File: config.mk
export PLATFORM = sky130hd
export DESIGN_NAME = crma_top
export DESIGN_NICKNAME = d
export VERILOG_FILES = /design/src/crma_pkg.sv /design/src/crma_reg_if.sv /design/src/crma_reply.sv /design/src/crma_top.sv
export SDC_FILE = /design/constraint.sdc
export NUM_CORES = 1
export LEC_CHECK = 0
export ABC_AREA = 0
export BUFFER_PORTS_ARGS = -buffer_cell sky130_fd_sc_hd__buf_2
export CAP_MARGIN = 10
export CORE_MARGIN = 4
export CORE_UTILIZATION = 46
export CTS_CLUSTER_DIAMETER = 120
export DETAILED_ROUTE_END_ITERATION = 6
export PLACE_DENSITY = 0.75
export SYNTH_ARGS = -nofsm -noshare
export SYNTH_HDL_FRONTEND = slang
export SYNTH_SLANG_ARGS = --single-unit
File: constraint.sdc
create_clock -name clk_in -period 3.3 [get_ports clk_in]
set_input_delay 0.33 -clock clk_in [delete_from_list [all_inputs] [get_ports clk_in]]
set_output_delay 0.33 -clock clk_in [all_outputs]
set_load 0.02 [all_outputs]
File: src/crma_pkg.sv
// Notes on behaviour
// - Write request: token 192, 24-bit return, 16-bit register, 32-bit data, token 1.
// - Write reply is tokens 3,1 on success or 4,1 on failure.
// - Read request: token 193, 24-bit return, 16-bit register, token 1.
// - Read reply is 3, 32-bit value, 1; failure gives tokens 4 then 1.
// - Peripheral read: token 37, return, 8-bit register, 8-bit size, token 1.
// - Reply goes to the endpoint named by the 24-bit return field.
// - Write with return low byte all ones is done but not answered if the bank reports no error.
// - Multi-byte fields travel most significant byte first.
package crma_pkg;

    // ========================================================================
    // Token codes.
    localparam logic [7:0] TOK_WRITE = 8'hc0;
    localparam logic [7:0] TOK_READ = 8'hc1;
    localparam logic [7:0] TOK_PREAD = 8'h25;
    localparam logic [7:0] TOK_END = 8'h01;
    localparam logic [7:0] TOK_ACK = 8'h03;
    localparam logic [7:0] TOK_NACK = 8'h04;
    localparam logic [7:0] NOREPLY_LOW = 8'hff;

    // ========================================================================
    // Field lengths in bytes.
    localparam logic [2:0] RET_BYTES = 3'h3;
    localparam logic [2:0] REG_BYTES = 3'h2;
    localparam logic [2:0] PREG_BYTES = 3'h2;
    localparam logic [2:0] DATA_BYTES = 3'h4;

    // ========================================================================
    // Target selection and request kinds.
    typedef enum logic [1:0] {CRMA_TILE, CRMA_NODE, CRMA_PERIPH} crma_target_t;
    typedef enum logic [1:0] {CRMA_OP_WR, CRMA_OP_RD, CRMA_OP_PRD, CRMA_OP_BAD} crma_op_t;

endpackage

File: src/crma_reg_if.sv
`timescale 1ns/1ps
`default_nettype none
// Reply job from the parser towards the reply sender and out.
interface crma_reg_if;
    logic req;
    logic ok;
    logic is_read;
    logic [31:0] rdata;
    logic [23:0] ret_id;
    logic silent;
    logic busy;
    modport parser (output req, output ok, output is_read, output rdata, output ret_id,
        output silent, input busy);
    modport sender (input req, input ok, input is_read, input rdata, input ret_id,
        input silent, output busy);
endinterface
`default_nettype wire

File: src/crma_reply.sv
`timescale 1ns/1ps
`default_nettype none
// Serialises one reply: status token, optional data MSB first, closing token.
module crma_reply
(
    // Clock and reset.
    input wire logic clk_in,
    input wire logic rst_n_in,
    input wire logic ce_in,
    // Reply job.
    crma_reg_if.sender job,
    // Byte stream out.
    output logic tx_valid_out,
    output logic tx_ctrl_out,
    output logic [7:0] tx_byte_out,
    output logic [23:0] tx_dest_out,
    input wire logic tx_ready_in
);
    typedef enum logic [1:0] {RS_IDLE, RS_STAT, RS_DATA, RS_END} crma_rs_t;
    crma_rs_t st_r;
    logic [31:0] sh_r;
    logic [2:0] cnt_r;
    logic ok_r;
    logic rd_r;

    assign job.busy = (st_r != RS_IDLE);

    // ========================================================================
    // Reply sequencer; each byte advances only when the interconnect takes it.
    always_ff @(posedge clk_in or negedge rst_n_in)
    begin
        if (!rst_n_in)
        begin
            st_r <= RS_IDLE;
            sh_r <= 32'h0;
            cnt_r <= 3'h0;
            ok_r <= 1'b0;
            rd_r <= 1'b0;
            tx_valid_out <= 1'b0;
            tx_ctrl_out <= 1'b0;
            tx_byte_out <= 8'h00;
            tx_dest_out <= 24'h0;
        end
        else if (ce_in)
        begin
            case (st_r)
                RS_IDLE:
                begin
                    if (job.req && !job.silent)
                    begin
                        st_r <= RS_STAT;
                        ok_r <= job.ok;
                        rd_r <= job.is_read;
                        sh_r <= job.rdata;
                        tx_dest_out <= job.ret_id;
                        tx_valid_out <= 1'b1;
                        tx_ctrl_out <= 1'b1;
                        tx_byte_out <= job.ok ? crma_pkg::TOK_ACK : crma_pkg::TOK_NACK;
                    end
                end
                RS_STAT:
                begin
                    if (tx_ready_in)
                    begin
                        if (ok_r && rd_r)
                        begin
                            st_r <= RS_DATA;
                            cnt_r <= crma_pkg::DATA_BYTES - 3'h1;
                            tx_ctrl_out <= 1'b0;
                            tx_byte_out <= sh_r[31:24];
                            sh_r <= {sh_r[23:0], 8'h00};
                        end
                        else
                        begin
                            st_r <= RS_END;
                            tx_byte_out <= crma_pkg::TOK_END;
                        end
                    end
                end
                RS_DATA:
                begin
                    if (tx_ready_in)
                    begin
                        if (cnt_r == 3'h0)
                        begin
                            st_r <= RS_END;
                            tx_ctrl_out <= 1'b1;
                            tx_byte_out <= crma_pkg::TOK_END;
                        end
                        else
                        begin
                            cnt_r <= cnt_r - 3'h1;
                            tx_byte_out <= sh_r[31:24];
                            sh_r <= {sh_r[23:0], 8'h00};
                        end
                    end
                end
                RS_END:
                begin
                    if (tx_ready_in)
                    begin
                        st_r <= RS_IDLE;
                        tx_valid_out <= 1'b0;
                        tx_ctrl_out <= 1'b0;
                    end
                end
                default:
                begin
                    st_r <= RS_IDLE;
                    tx_valid_out <= 1'b0;
                end
            endcase
        end
    end
endmodule
`default_nettype wire

File: src/crma_top.sv
`timescale 1ns/1ps
`default_nettype none
// Message-driven configuration register access port for one target.
module crma_top
#(
    parameter crma_pkg::crma_target_t TARGET = crma_pkg::CRMA_TILE
)
(
    // Clock, reset, enable.
    input wire logic clk_in,
    input wire logic rst_n_in,
    input wire logic ce_in,
    // Request byte stream.
    input wire logic rx_valid_in,
    input wire logic rx_ctrl_in,
    input wire logic [7:0] rx_byte_in,
    output logic rx_ready_out,
    // Reply byte stream.
    output logic tx_valid_out,
    output logic tx_ctrl_out,
    output logic [7:0] tx_byte_out,
    output logic [23:0] tx_dest_out,
    input wire logic tx_ready_in,
    // Register bank port.
    output logic reg_we_out,
    output logic reg_re_out,
    output logic [15:0] reg_addr_out,
    output logic [31:0] reg_wdata_out,
    output logic [7:0] reg_size_out,
    input wire logic [31:0] reg_rdata_in,
    input wire logic reg_err_in
);
    typedef enum logic [2:0] {PS_OPEN, PS_RET, PS_REG, PS_DATA, PS_CLOSE, PS_DRAIN,
        PS_EXEC, PS_WAIT} crma_ps_t;

    crma_reg_if job ();
    crma_ps_t st_r;
    crma_pkg::crma_op_t op_r;
    logic [2:0] cnt_r;
    logic [23:0] ret_r;
    logic [15:0] addr_r;
    logic [31:0] data_r;
    logic fail_r;
    logic req_r;
    logic ok_r;
    logic pend_r;
    logic take;

    // Requests stall at the interconnect while a reply is still pending.
    assign take = rx_valid_in && rx_ready_out;

    // ========================================================================
    // Request parser. A bank access result arrives one cycle after the strobe.
    always_ff @(posedge clk_in or negedge rst_n_in)
    begin
        if (!rst_n_in)
        begin
            st_r <= PS_OPEN;
            op_r <= crma_pkg::CRMA_OP_BAD;
            cnt_r <= 3'h0;
            ret_r <= 24'h0;
            addr_r <= 16'h0;
            data_r <= 32'h0;
            fail_r <= 1'b0;
            rx_ready_out <= 1'b0;
            reg_we_out <= 1'b0;
            reg_re_out <= 1'b0;
            reg_addr_out <= 16'h0;
            reg_wdata_out <= 32'h0;
            reg_size_out <= 8'h00;
        end
        else if (ce_in)
        begin
            reg_we_out <= 1'b0;
            reg_re_out <= 1'b0;
            case (st_r)
                PS_OPEN:
                begin
                    rx_ready_out <= 1'b1;
                    cnt_r <= crma_pkg::RET_BYTES;
                    fail_r <= 1'b0;
                    if (take && rx_ctrl_in)
                    begin
                        st_r <= PS_RET;
                        if (rx_byte_in == crma_pkg::TOK_WRITE && TARGET != crma_pkg::CRMA_PERIPH)
                            op_r <= crma_pkg::CRMA_OP_WR;
                        else if (rx_byte_in == crma_pkg::TOK_READ
                            && TARGET != crma_pkg::CRMA_PERIPH)
                            op_r <= crma_pkg::CRMA_OP_RD;
                        else if (rx_byte_in == crma_pkg::TOK_PREAD
                            && TARGET == crma_pkg::CRMA_PERIPH)
                            op_r <= crma_pkg::CRMA_OP_PRD;
                        else
                            op_r <= crma_pkg::CRMA_OP_BAD;
                    end
                end
                PS_RET, PS_REG, PS_DATA:
                begin
                    if (take && rx_ctrl_in)
                    begin
                        // Truncated: a control token inside a data field.
                        fail_r <= 1'b1;
                        st_r <= (rx_byte_in == crma_pkg::TOK_END) ? PS_EXEC : PS_DRAIN;
                        rx_ready_out <= (rx_byte_in != crma_pkg::TOK_END);
                    end
                    else if (take)
                    begin
                        if (st_r == PS_RET)
                            ret_r <= {ret_r[15:0], rx_byte_in};
                        else if (st_r == PS_REG)
                            addr_r <= {addr_r[7:0], rx_byte_in};
                        else
                            data_r <= {data_r[23:0], rx_byte_in};
                        cnt_r <= cnt_r - 3'h1;
                        if (cnt_r == 3'h1)
                        begin
                            if (st_r == PS_RET)
                            begin
                                st_r <= PS_REG;
                                cnt_r <= (op_r == crma_pkg::CRMA_OP_PRD)
                                    ? crma_pkg::PREG_BYTES : crma_pkg::REG_BYTES;
                            end
                            else if (st_r == PS_REG && op_r == crma_pkg::CRMA_OP_WR)
                            begin
                                st_r <= PS_DATA;
                                cnt_r <= crma_pkg::DATA_BYTES;
                            end
                            else
                                st_r <= PS_CLOSE;
                        end
                    end
                end
                PS_CLOSE:
                begin
                    if (take)
                    begin
                        // Only the closing token lets the request act.
                        if (!(rx_ctrl_in && rx_byte_in == crma_pkg::TOK_END))
                            fail_r <= 1'b1;
                        if (rx_ctrl_in && rx_byte_in == crma_pkg::TOK_END)
                        begin
                            st_r <= PS_EXEC;
                            rx_ready_out <= 1'b0;
                        end
                        else
                            st_r <= PS_DRAIN;
                    end
                end
                PS_DRAIN:
                begin
                    // Discard the rest of a bad message up to its closing token.
                    if (take && rx_ctrl_in && rx_byte_in == crma_pkg::TOK_END)
                    begin
                        st_r <= PS_EXEC;
                        rx_ready_out <= 1'b0;
                    end
                end
                PS_EXEC:
                begin
                    rx_ready_out <= 1'b0;
                    st_r <= PS_WAIT;
                    if (!fail_r && op_r != crma_pkg::CRMA_OP_BAD)
                    begin
                        reg_addr_out <= (op_r == crma_pkg::CRMA_OP_PRD)
                            ? {8'h00, addr_r[15:8]} : addr_r;
                        reg_size_out <= (op_r == crma_pkg::CRMA_OP_PRD) ? addr_r[7:0] : 8'h00;
                        reg_wdata_out <= data_r;
                        reg_we_out <= (op_r == crma_pkg::CRMA_OP_WR);
                        reg_re_out <= (op_r != crma_pkg::CRMA_OP_WR);
                    end
                end
                PS_WAIT:
                begin
                    // Hold off the next request until the reply has gone out.
                    if (!pend_r && !req_r && !job.busy)
                        st_r <= PS_OPEN;
                end
                default:
                    st_r <= PS_OPEN;
            endcase
        end
    end

    // ========================================================================
    // Reply job is raised one cycle after the bank strobe, when its result is valid.
    always_ff @(posedge clk_in or negedge rst_n_in)
    begin
        if (!rst_n_in)
        begin
            pend_r <= 1'b0;
            req_r <= 1'b0;
            ok_r <= 1'b0;
        end
        else if (ce_in)
        begin
            // The strobe cycle itself carries no result yet, so the job waits one more cycle.
            pend_r <= (st_r == PS_EXEC);
            req_r <= pend_r;
            ok_r <= !fail_r && op_r != crma_pkg::CRMA_OP_BAD;
        end
    end

    assign job.req = req_r;
    assign job.ok = ok_r && !reg_err_in;
    assign job.is_read = (op_r != crma_pkg::CRMA_OP_WR);
    assign job.rdata = reg_rdata_in;
    assign job.ret_id = ret_r;
    // Failed writes still answer so the requester learns of the failure.
    assign job.silent = (op_r == crma_pkg::CRMA_OP_WR) && ok_r && !reg_err_in
        && (ret_r[7:0] == crma_pkg::NOREPLY_LOW);

    crma_reply u_reply
    (
        .clk_in(clk_in),
        .rst_n_in(rst_n_in),
        .ce_in(ce_in),
        .job(job.sender),
        .tx_valid_out(tx_valid_out),
        .tx_ctrl_out(tx_ctrl_out),
        .tx_byte_out(tx_byte_out),
        .tx_dest_out(tx_dest_out),
        .tx_ready_in(tx_ready_in)
    );
endmodule
`default_nettype wire

==> results of run 1 <==
[synth_stat cells (9+ instances only)]
master,number
inv_1,15
mux2_4,30
o31ai_1,10
a21oi_1,9
nor2_1,11
nor2b_1,17
clkbuf_1,29
nand2_1,44
mux2i_1,10
o21ai_0,39
dfrtp_1,214
mux2_2,160
nand3_1,12
[cell families after synthesis]
kind of cell    synth area share, %
flops                          57.3
mux                            24.9
simple gates                   6.69
compound gates                 7.38
buf+inv                        2.52
fa+ha+maj                      1.06
xor+xnor                     0.0929
[layer usage]
metal | wire length, µm | GRT usage [%]
met2 | 9070 | 25.5
met3 | 999 | 3.29
met5 | 14 | 0
met1 | 8660 | 23.7
met4 | 187 | 3.58
[per-stage QoR]
step / power [µW] / hold WS (ns) / setup slack, ns
detailed placement: 4780 / 0.460 / 0.500
CTS: 7370 / 0.123 / 0.466
global placement: 4730 / 0.456 / 0.546
floorplan: 4410 / 0.0344 / 0.717
finish: 7290 / 0.144 / 0.450
global route: 7640 / 0.132 / 0.340
[cells in the final DEF, fill, tap and decap left out, drive strengths merged, types with 3 or more instances in the layout]
| cell type | count |
|---|---|
| or3 | 3 |
| buf | 152 |
| dfrtp | 214 |
| nor2 | 11 |
| o31ai | 10 |
| o41ai | 3 |
| o21ai | 40 |
| clkbuf | 33 |
| nor3 | 7 |
| mux2 | 190 |
| a21oi | 9 |
| a31oi | 6 |
| nand2 | 44 |
| inv | 16 |
| ha | 8 |
| nand4 | 7 |
| or2 | 3 |
| nand3 | 12 |
| mux2i | 10 |
| nand2b | 7 |
| o22ai | 3 |
| clkinv | 6 |
| nor2b | 17 |
[layout make-up]
cell class / instances / area [µm²]
Clock buffer: 33 / 683
Clock inverter: 9 / 87.6
Fill cell: 1662 / 9000
Inverter: 15 / 56.3
Multi-Input combinational cell: 432 / 3800
Sequential cell: 216 / 5410
Tap cell: 270 / 338
Timing Repair Buffer: 153 / 863
[registers in the layout, indices dropped and copies added, names as in the netlist, 8 cells and up]
register	flops
reg_addr_out	16
u_reply.sh_r	32
reg_size_out	8
data_r	32
u_reply.tx_dest_out	24
job.ret_id	24
reg_wdata_out	32
addr_r	16
u_reply.tx_byte_out	8
[report_power, final]
part | switching, µW | total, µW | internal, µW
sequential | 159 | 3060 | 2910
clock | 1030 | 2550 | 1530
combinational | 775 | 1670 | 900
[worst paths after layout]
path | from | end | slack, ns | cells past startpoint
worst min-delay path | rx_byte_in[0] | op_r[0] | 0.14 | 2
worst max-delay path | u_reply.st_r[0] | u_reply.sh_r[1] | 0.45 | 7
worst max register to register | u_reply.st_r[0] | u_reply.sh_r[1] | 0.45 | 7
worst min register to register | reg_addr_out[14] | reg_addr_out[14] | 0.47 | 2
min in group asynchronous | rst_n_in | reg_size_out[7] | 0.46 | 2
max in group asynchronous | rst_n_in | data_r[20] | 1.96 | 3
[critical path, cell delays in order (launching register included)]
cell	delay, ns
dfrtp_1	0.38
inv_1	0.10
ha_1	0.34
o21ba_1	0.24
or4b_4	0.62
a2111oi_4	0.37
buf_12	0.30
mux2_2	0.37
==> metrics.csv, run 1 <==
metric,value,unit
cts-root-buf,clkbuf_16,
clock-sinks,216,
final_hold_viol_count,0,
grt_max_degree,109,
setup_tns,0,ns
grt_pass1_vias,5699,
cp.required,3.69,ns
ys_seq_area_share,57.3,%
fin_nets,896,
numCtsBuffers,23,
period_minus_slack,2.85,ns
status,"finished, final reports clean",
wire_per_inst,16.8,µm
yosysWarnings,0,
dpl_cell_area,10500,µm²
final-setup-viol-count,0,
syn_area,9430,µm²
clkTransAtPathRegs,0.06,ns
die_w,151,µm
utilization,55.5,%
grt.total_usage,16.3,%
routed_wl,18900,µm
antenna_found_initial,2,
max_slew_margin,43.5,%
rsz0062_at_grt,no,
cts_buffer_depth,3,
skew,0.0131,ns
instances_no_fill,1128,
synth_area_per_cell,13.4,µm²
port_buffers,139,
diodes,0,
synth_top_area_share,56.8,%
hold_class,primary input to flip-flop,
worstSetupPathType,flip-flop to flip-flop,
die_h,151,µm
post-dp-hpwl,12800,µm
cts_tree,done,
core_area,20200,µm²
dieArea,22900,µm²
arrival,3.24,ns
io-pin-count,140,
route.detailed.drc,0,
start_kind,flip-flop,
synth-edff-count,0,
cts_setup_buffers,0,
synth-seq-cells,216,
cts.repair.resized,0,
ir_drop,0.402,mV
grt_pass1_wl,30200,µm
syn_to_final_growth,19.1,%
core.rowCount,52,
crit_path_max_fanout,32,
syn-num-nets,757,
synth_top_cell_by_area,dfrtp_1,
design_area,11200,µm²
maxCapViolations,0,
power_density,649,nW/µm²
vias_per_cell,5.20,
final_layout_size_suffix_gt1_share,45.8,%
fmax,351,MHz
synthTopCellsByArea,"dfrtp_1 (57%), mux2_2 (19%), mux2_4 (4.8%)",
end_kind,flip-flop,
p_leak,0.00566,µW
overflow,0,
via_count,5870,
first_pass_iters,4,
dp.cells,1085,
holdBufCountCts,1,
drt_iter0_markers,258,
yosys.cell_types.count,63,
initial_core_util,46.6,%
postRouteAntennaNets,0,
routabilityCongestion,0.810,
tightest_slew,0.840,ns
worst_skew_pair.late_latency,0.51,ns
htreeDepth,1,
synthFlopType,dfrtp_1,
fin_crit_sh,86.4,%
netlist_instances,702,
synth-async-reset-ratio,100,%
maxSlewViolCount,0,
(Power assumes the default switching activity.)
==> inputs of run 2 (changes only) <==
--- a/config.mk
+++ b/config.mk
@@ -12,7 +12,7 @@
 export CORE_UTILIZATION = 46
 export CTS_CLUSTER_DIAMETER = 120
 export DETAILED_ROUTE_END_ITERATION = 6
-export PLACE_DENSITY = 0.75
+export PLACE_DENSITY = 0.66
 export SYNTH_ARGS = -nofsm -noshare
 export SYNTH_HDL_FRONTEND = slang
 export SYNTH_SLANG_ARGS = --single-unit
==> run 2 against run 1 <==
Compared with the run above: via count grew 0.83%; combinational power about the same; die area did not move; first-iteration DRC count decreased by 0.78%; sequential share of layout area barely moved; critical path type unchanged; largest power group unchanged.
==> metrics.csv, run 2 (synthesis results as in run 1) <==
metric,value,unit,change
dp.cells,1085,,unchanged
grt_max_degree,104,,-4.6%
p_seq_share,41.5,%,-0.5 points
dieArea,22900,µm²,unchanged
setup_tns,0,ns,unchanged
drt_iter0_markers,256,,-0.78%
cp_slowest_stage_delay,0.63,ns,about the same
routed_wl,19100,µm,+1.1%
final_layout_size_suffix_gt1_share,45.9,%,+0.12 points
largestRegisters,"data_r: 32 flops, reg_wdata_out: 32 flops, u_reply.sh_r: 32 flops",,
start_kind,flip-flop,,
core_area,20200,µm²,unchanged
p_leak,0.00565,µW,-0.25%
htreeDepth,1,,unchanged
dpl_cell_area,10400,µm²,-0.12%
cts.repair.resized,0,,unchanged
diodes,0,,unchanged
skew,0.0153,ns,+0.00216 ns
route.detailed.drc,0,,unchanged
first_pass_iters,4,,unchanged
fmax,348,MHz,-0.78%
worstSetupPathType,flip-flop to flip-flop,,
final_common_cell,dfrtp_1,,
grt.total_usage,16.8,%,+0.42 points
cts_buffer_depth,3,,unchanged
die_h,151,µm,unchanged
cts-root-buf,clkbuf_16,,
wire_per_inst,17.0,µm,+1.1%
total_power,7380,µW,+1.2%
grt_pass1_wl,31200,µm,+3.3%
power_frac_comb,22.8,%,-0.2 points
cts_tree,done,,
final-setup-viol-count,0,,unchanged
routabilityCongestion,0.896,,+11%
clkPwrFrac,35.7,%,+0.7 points
rsz0062_at_grt,no,,
cts_setup_buffers,0,,unchanged
postRouteAntennaNets,0,,unchanged
fin_nets,896,,unchanged
arrival,3.27,ns,+0.03 ns
seqCellArea,5410,µm²,unchanged
status,"finished, final reports clean",,
cp.required,3.70,ns,about the same
most-common-layout-cells,"dfrtp_1 (214), mux2_2 (160), buf_2 (138)",,
max_slew_margin,46.4,%,+2.9 points
overflow,0,,unchanged
crit_chain,"inv_1, ha_1, o21ba_1, or4b_4, a2111oi_4, buf_12, mux2_2",,
die_w,151,µm,unchanged
end_kind,flip-flop,,
final_hold_viol_count,0,,unchanged
initial_core_util,46.6,%,unchanged
io-pin-count,140,,unchanged
grt_pass1_vias,5949,,+4.4%
clock-sinks,216,,unchanged
ir_drop,0.390,mV,-2.8%
numCtsBuffers,23,,unchanged
maxSlewViolCount,0,,unchanged
crit_path_max_fanout,32,,unchanged
fin_crit_sh,87.0,%,+0.68 points
core.rowCount,52,,unchanged
switchingPower,2020,µW,+3.1%
crit_path_top_delay_cell,or4b_4,,
syn_to_final_growth,19.1,%,about the same
via_count,5919,,+0.83%
multi_input_area,3800,µm²,unchanged
switching_share,27.4,%,+0.50 points
port_buffers,139,,unchanged
instances_no_fill,1128,,unchanged
post-dp-hpwl,12700,µm,-0.67%
utilization,55.5,%,about the same
maxCapViolations,0,,unchanged
hold_class,primary input to flip-flop,,
antenna_found_initial,1,,-1
vias_per_cell,5.25,,+0.83%
tightest_slew,0.796,ns,-0.0437 ns
design_area,11200,µm²,about the same
clkTransAtPathRegs,0.07,ns,about the same
fillers,1737,,+4.5%
worst_skew_pair.late_latency,0.52,ns,about the same
power_density,657,nW/µm²,+1.2%
p_int,5360,µW,+0.54%
period_minus_slack,2.87,ns,+0.0224 ns
[run 2: worst paths after layout]
path / slack [ns] / to / cells past startpoint / startpoint
worst min register to register: 0.47 / reg_size_out[0] / 2 / reg_size_out[0]
worst max-delay path: 0.43 / u_reply.sh_r[0] / 7 / u_reply.st_r[0]
max in group asynchronous: 2.10 / u_reply.sh_r[8] / 3 / rst_n_in
worst min-delay path: 0.13 / op_r[0] / 2 / rx_byte_in[0]
min in group asynchronous: 0.43 / job.ret_id[18] / 2 / rst_n_in
worst max register to register: 0.43 / u_reply.sh_r[0] / 7 / u_reply.st_r[0]
[run 2: routing by layer]
metal	global-route usage [%]	vias up	routed length, µm
li1	-	2815	-
met1	24.5	2918	8870
met2	25.9	150	8870
met3	2.93	34	1020
met4	4.62	2	389
met5	0	-	8
[run 2: final cells by class]
type | count | share of cell area [%]
sequential | 216 | 48.1
tap | 270 | 3.01
timing repair buffer | 153 | 7.57
inverter | 15 | 0.501
clock inverter | 16 | 1.64
multi-input combinational | 432 | 33.8
clock buffer | 26 | 5.31
[run 2: through the flow]
step	setup slack (ns)	hold slack, ns
finish	0.428	0.134
detailed placement	0.481	0.427
CTS	0.440	0.113
global route	0.302	0.124
global placement	0.530	0.427
floorplan	0.717	0.0344
[run 2: timing repair]
action                                  4_1_cts  5_1_grt
endpoints found under the setup margin        0        0
hold buffers                                  1        0
hold endpoints to repair                     99        0
[run 2: worst max-delay path: cells and delay by family (launching register included)]
family	cells	cell delay, ns
muxes	1	0.36
DFF	1	0.38
adders and majority gates	1	0.34
buffers and inverters	2	0.39
and+or+nand+nor	1	0.63
AOI/OAI and AO/OA	2	0.62
[run 2: power by group through the flow]
stage / registers (µW) / clock network [µW] / logic (µW)
floorplan: 3100 / 0 / 1320
global placement: 3100 / 0 / 1650
detailed placement: 3110 / 0 / 1680
CTS: 3060 / 2720 / 1700
global route: 3090 / 2840 / 1830
finish: 3060 / 2640 / 1680
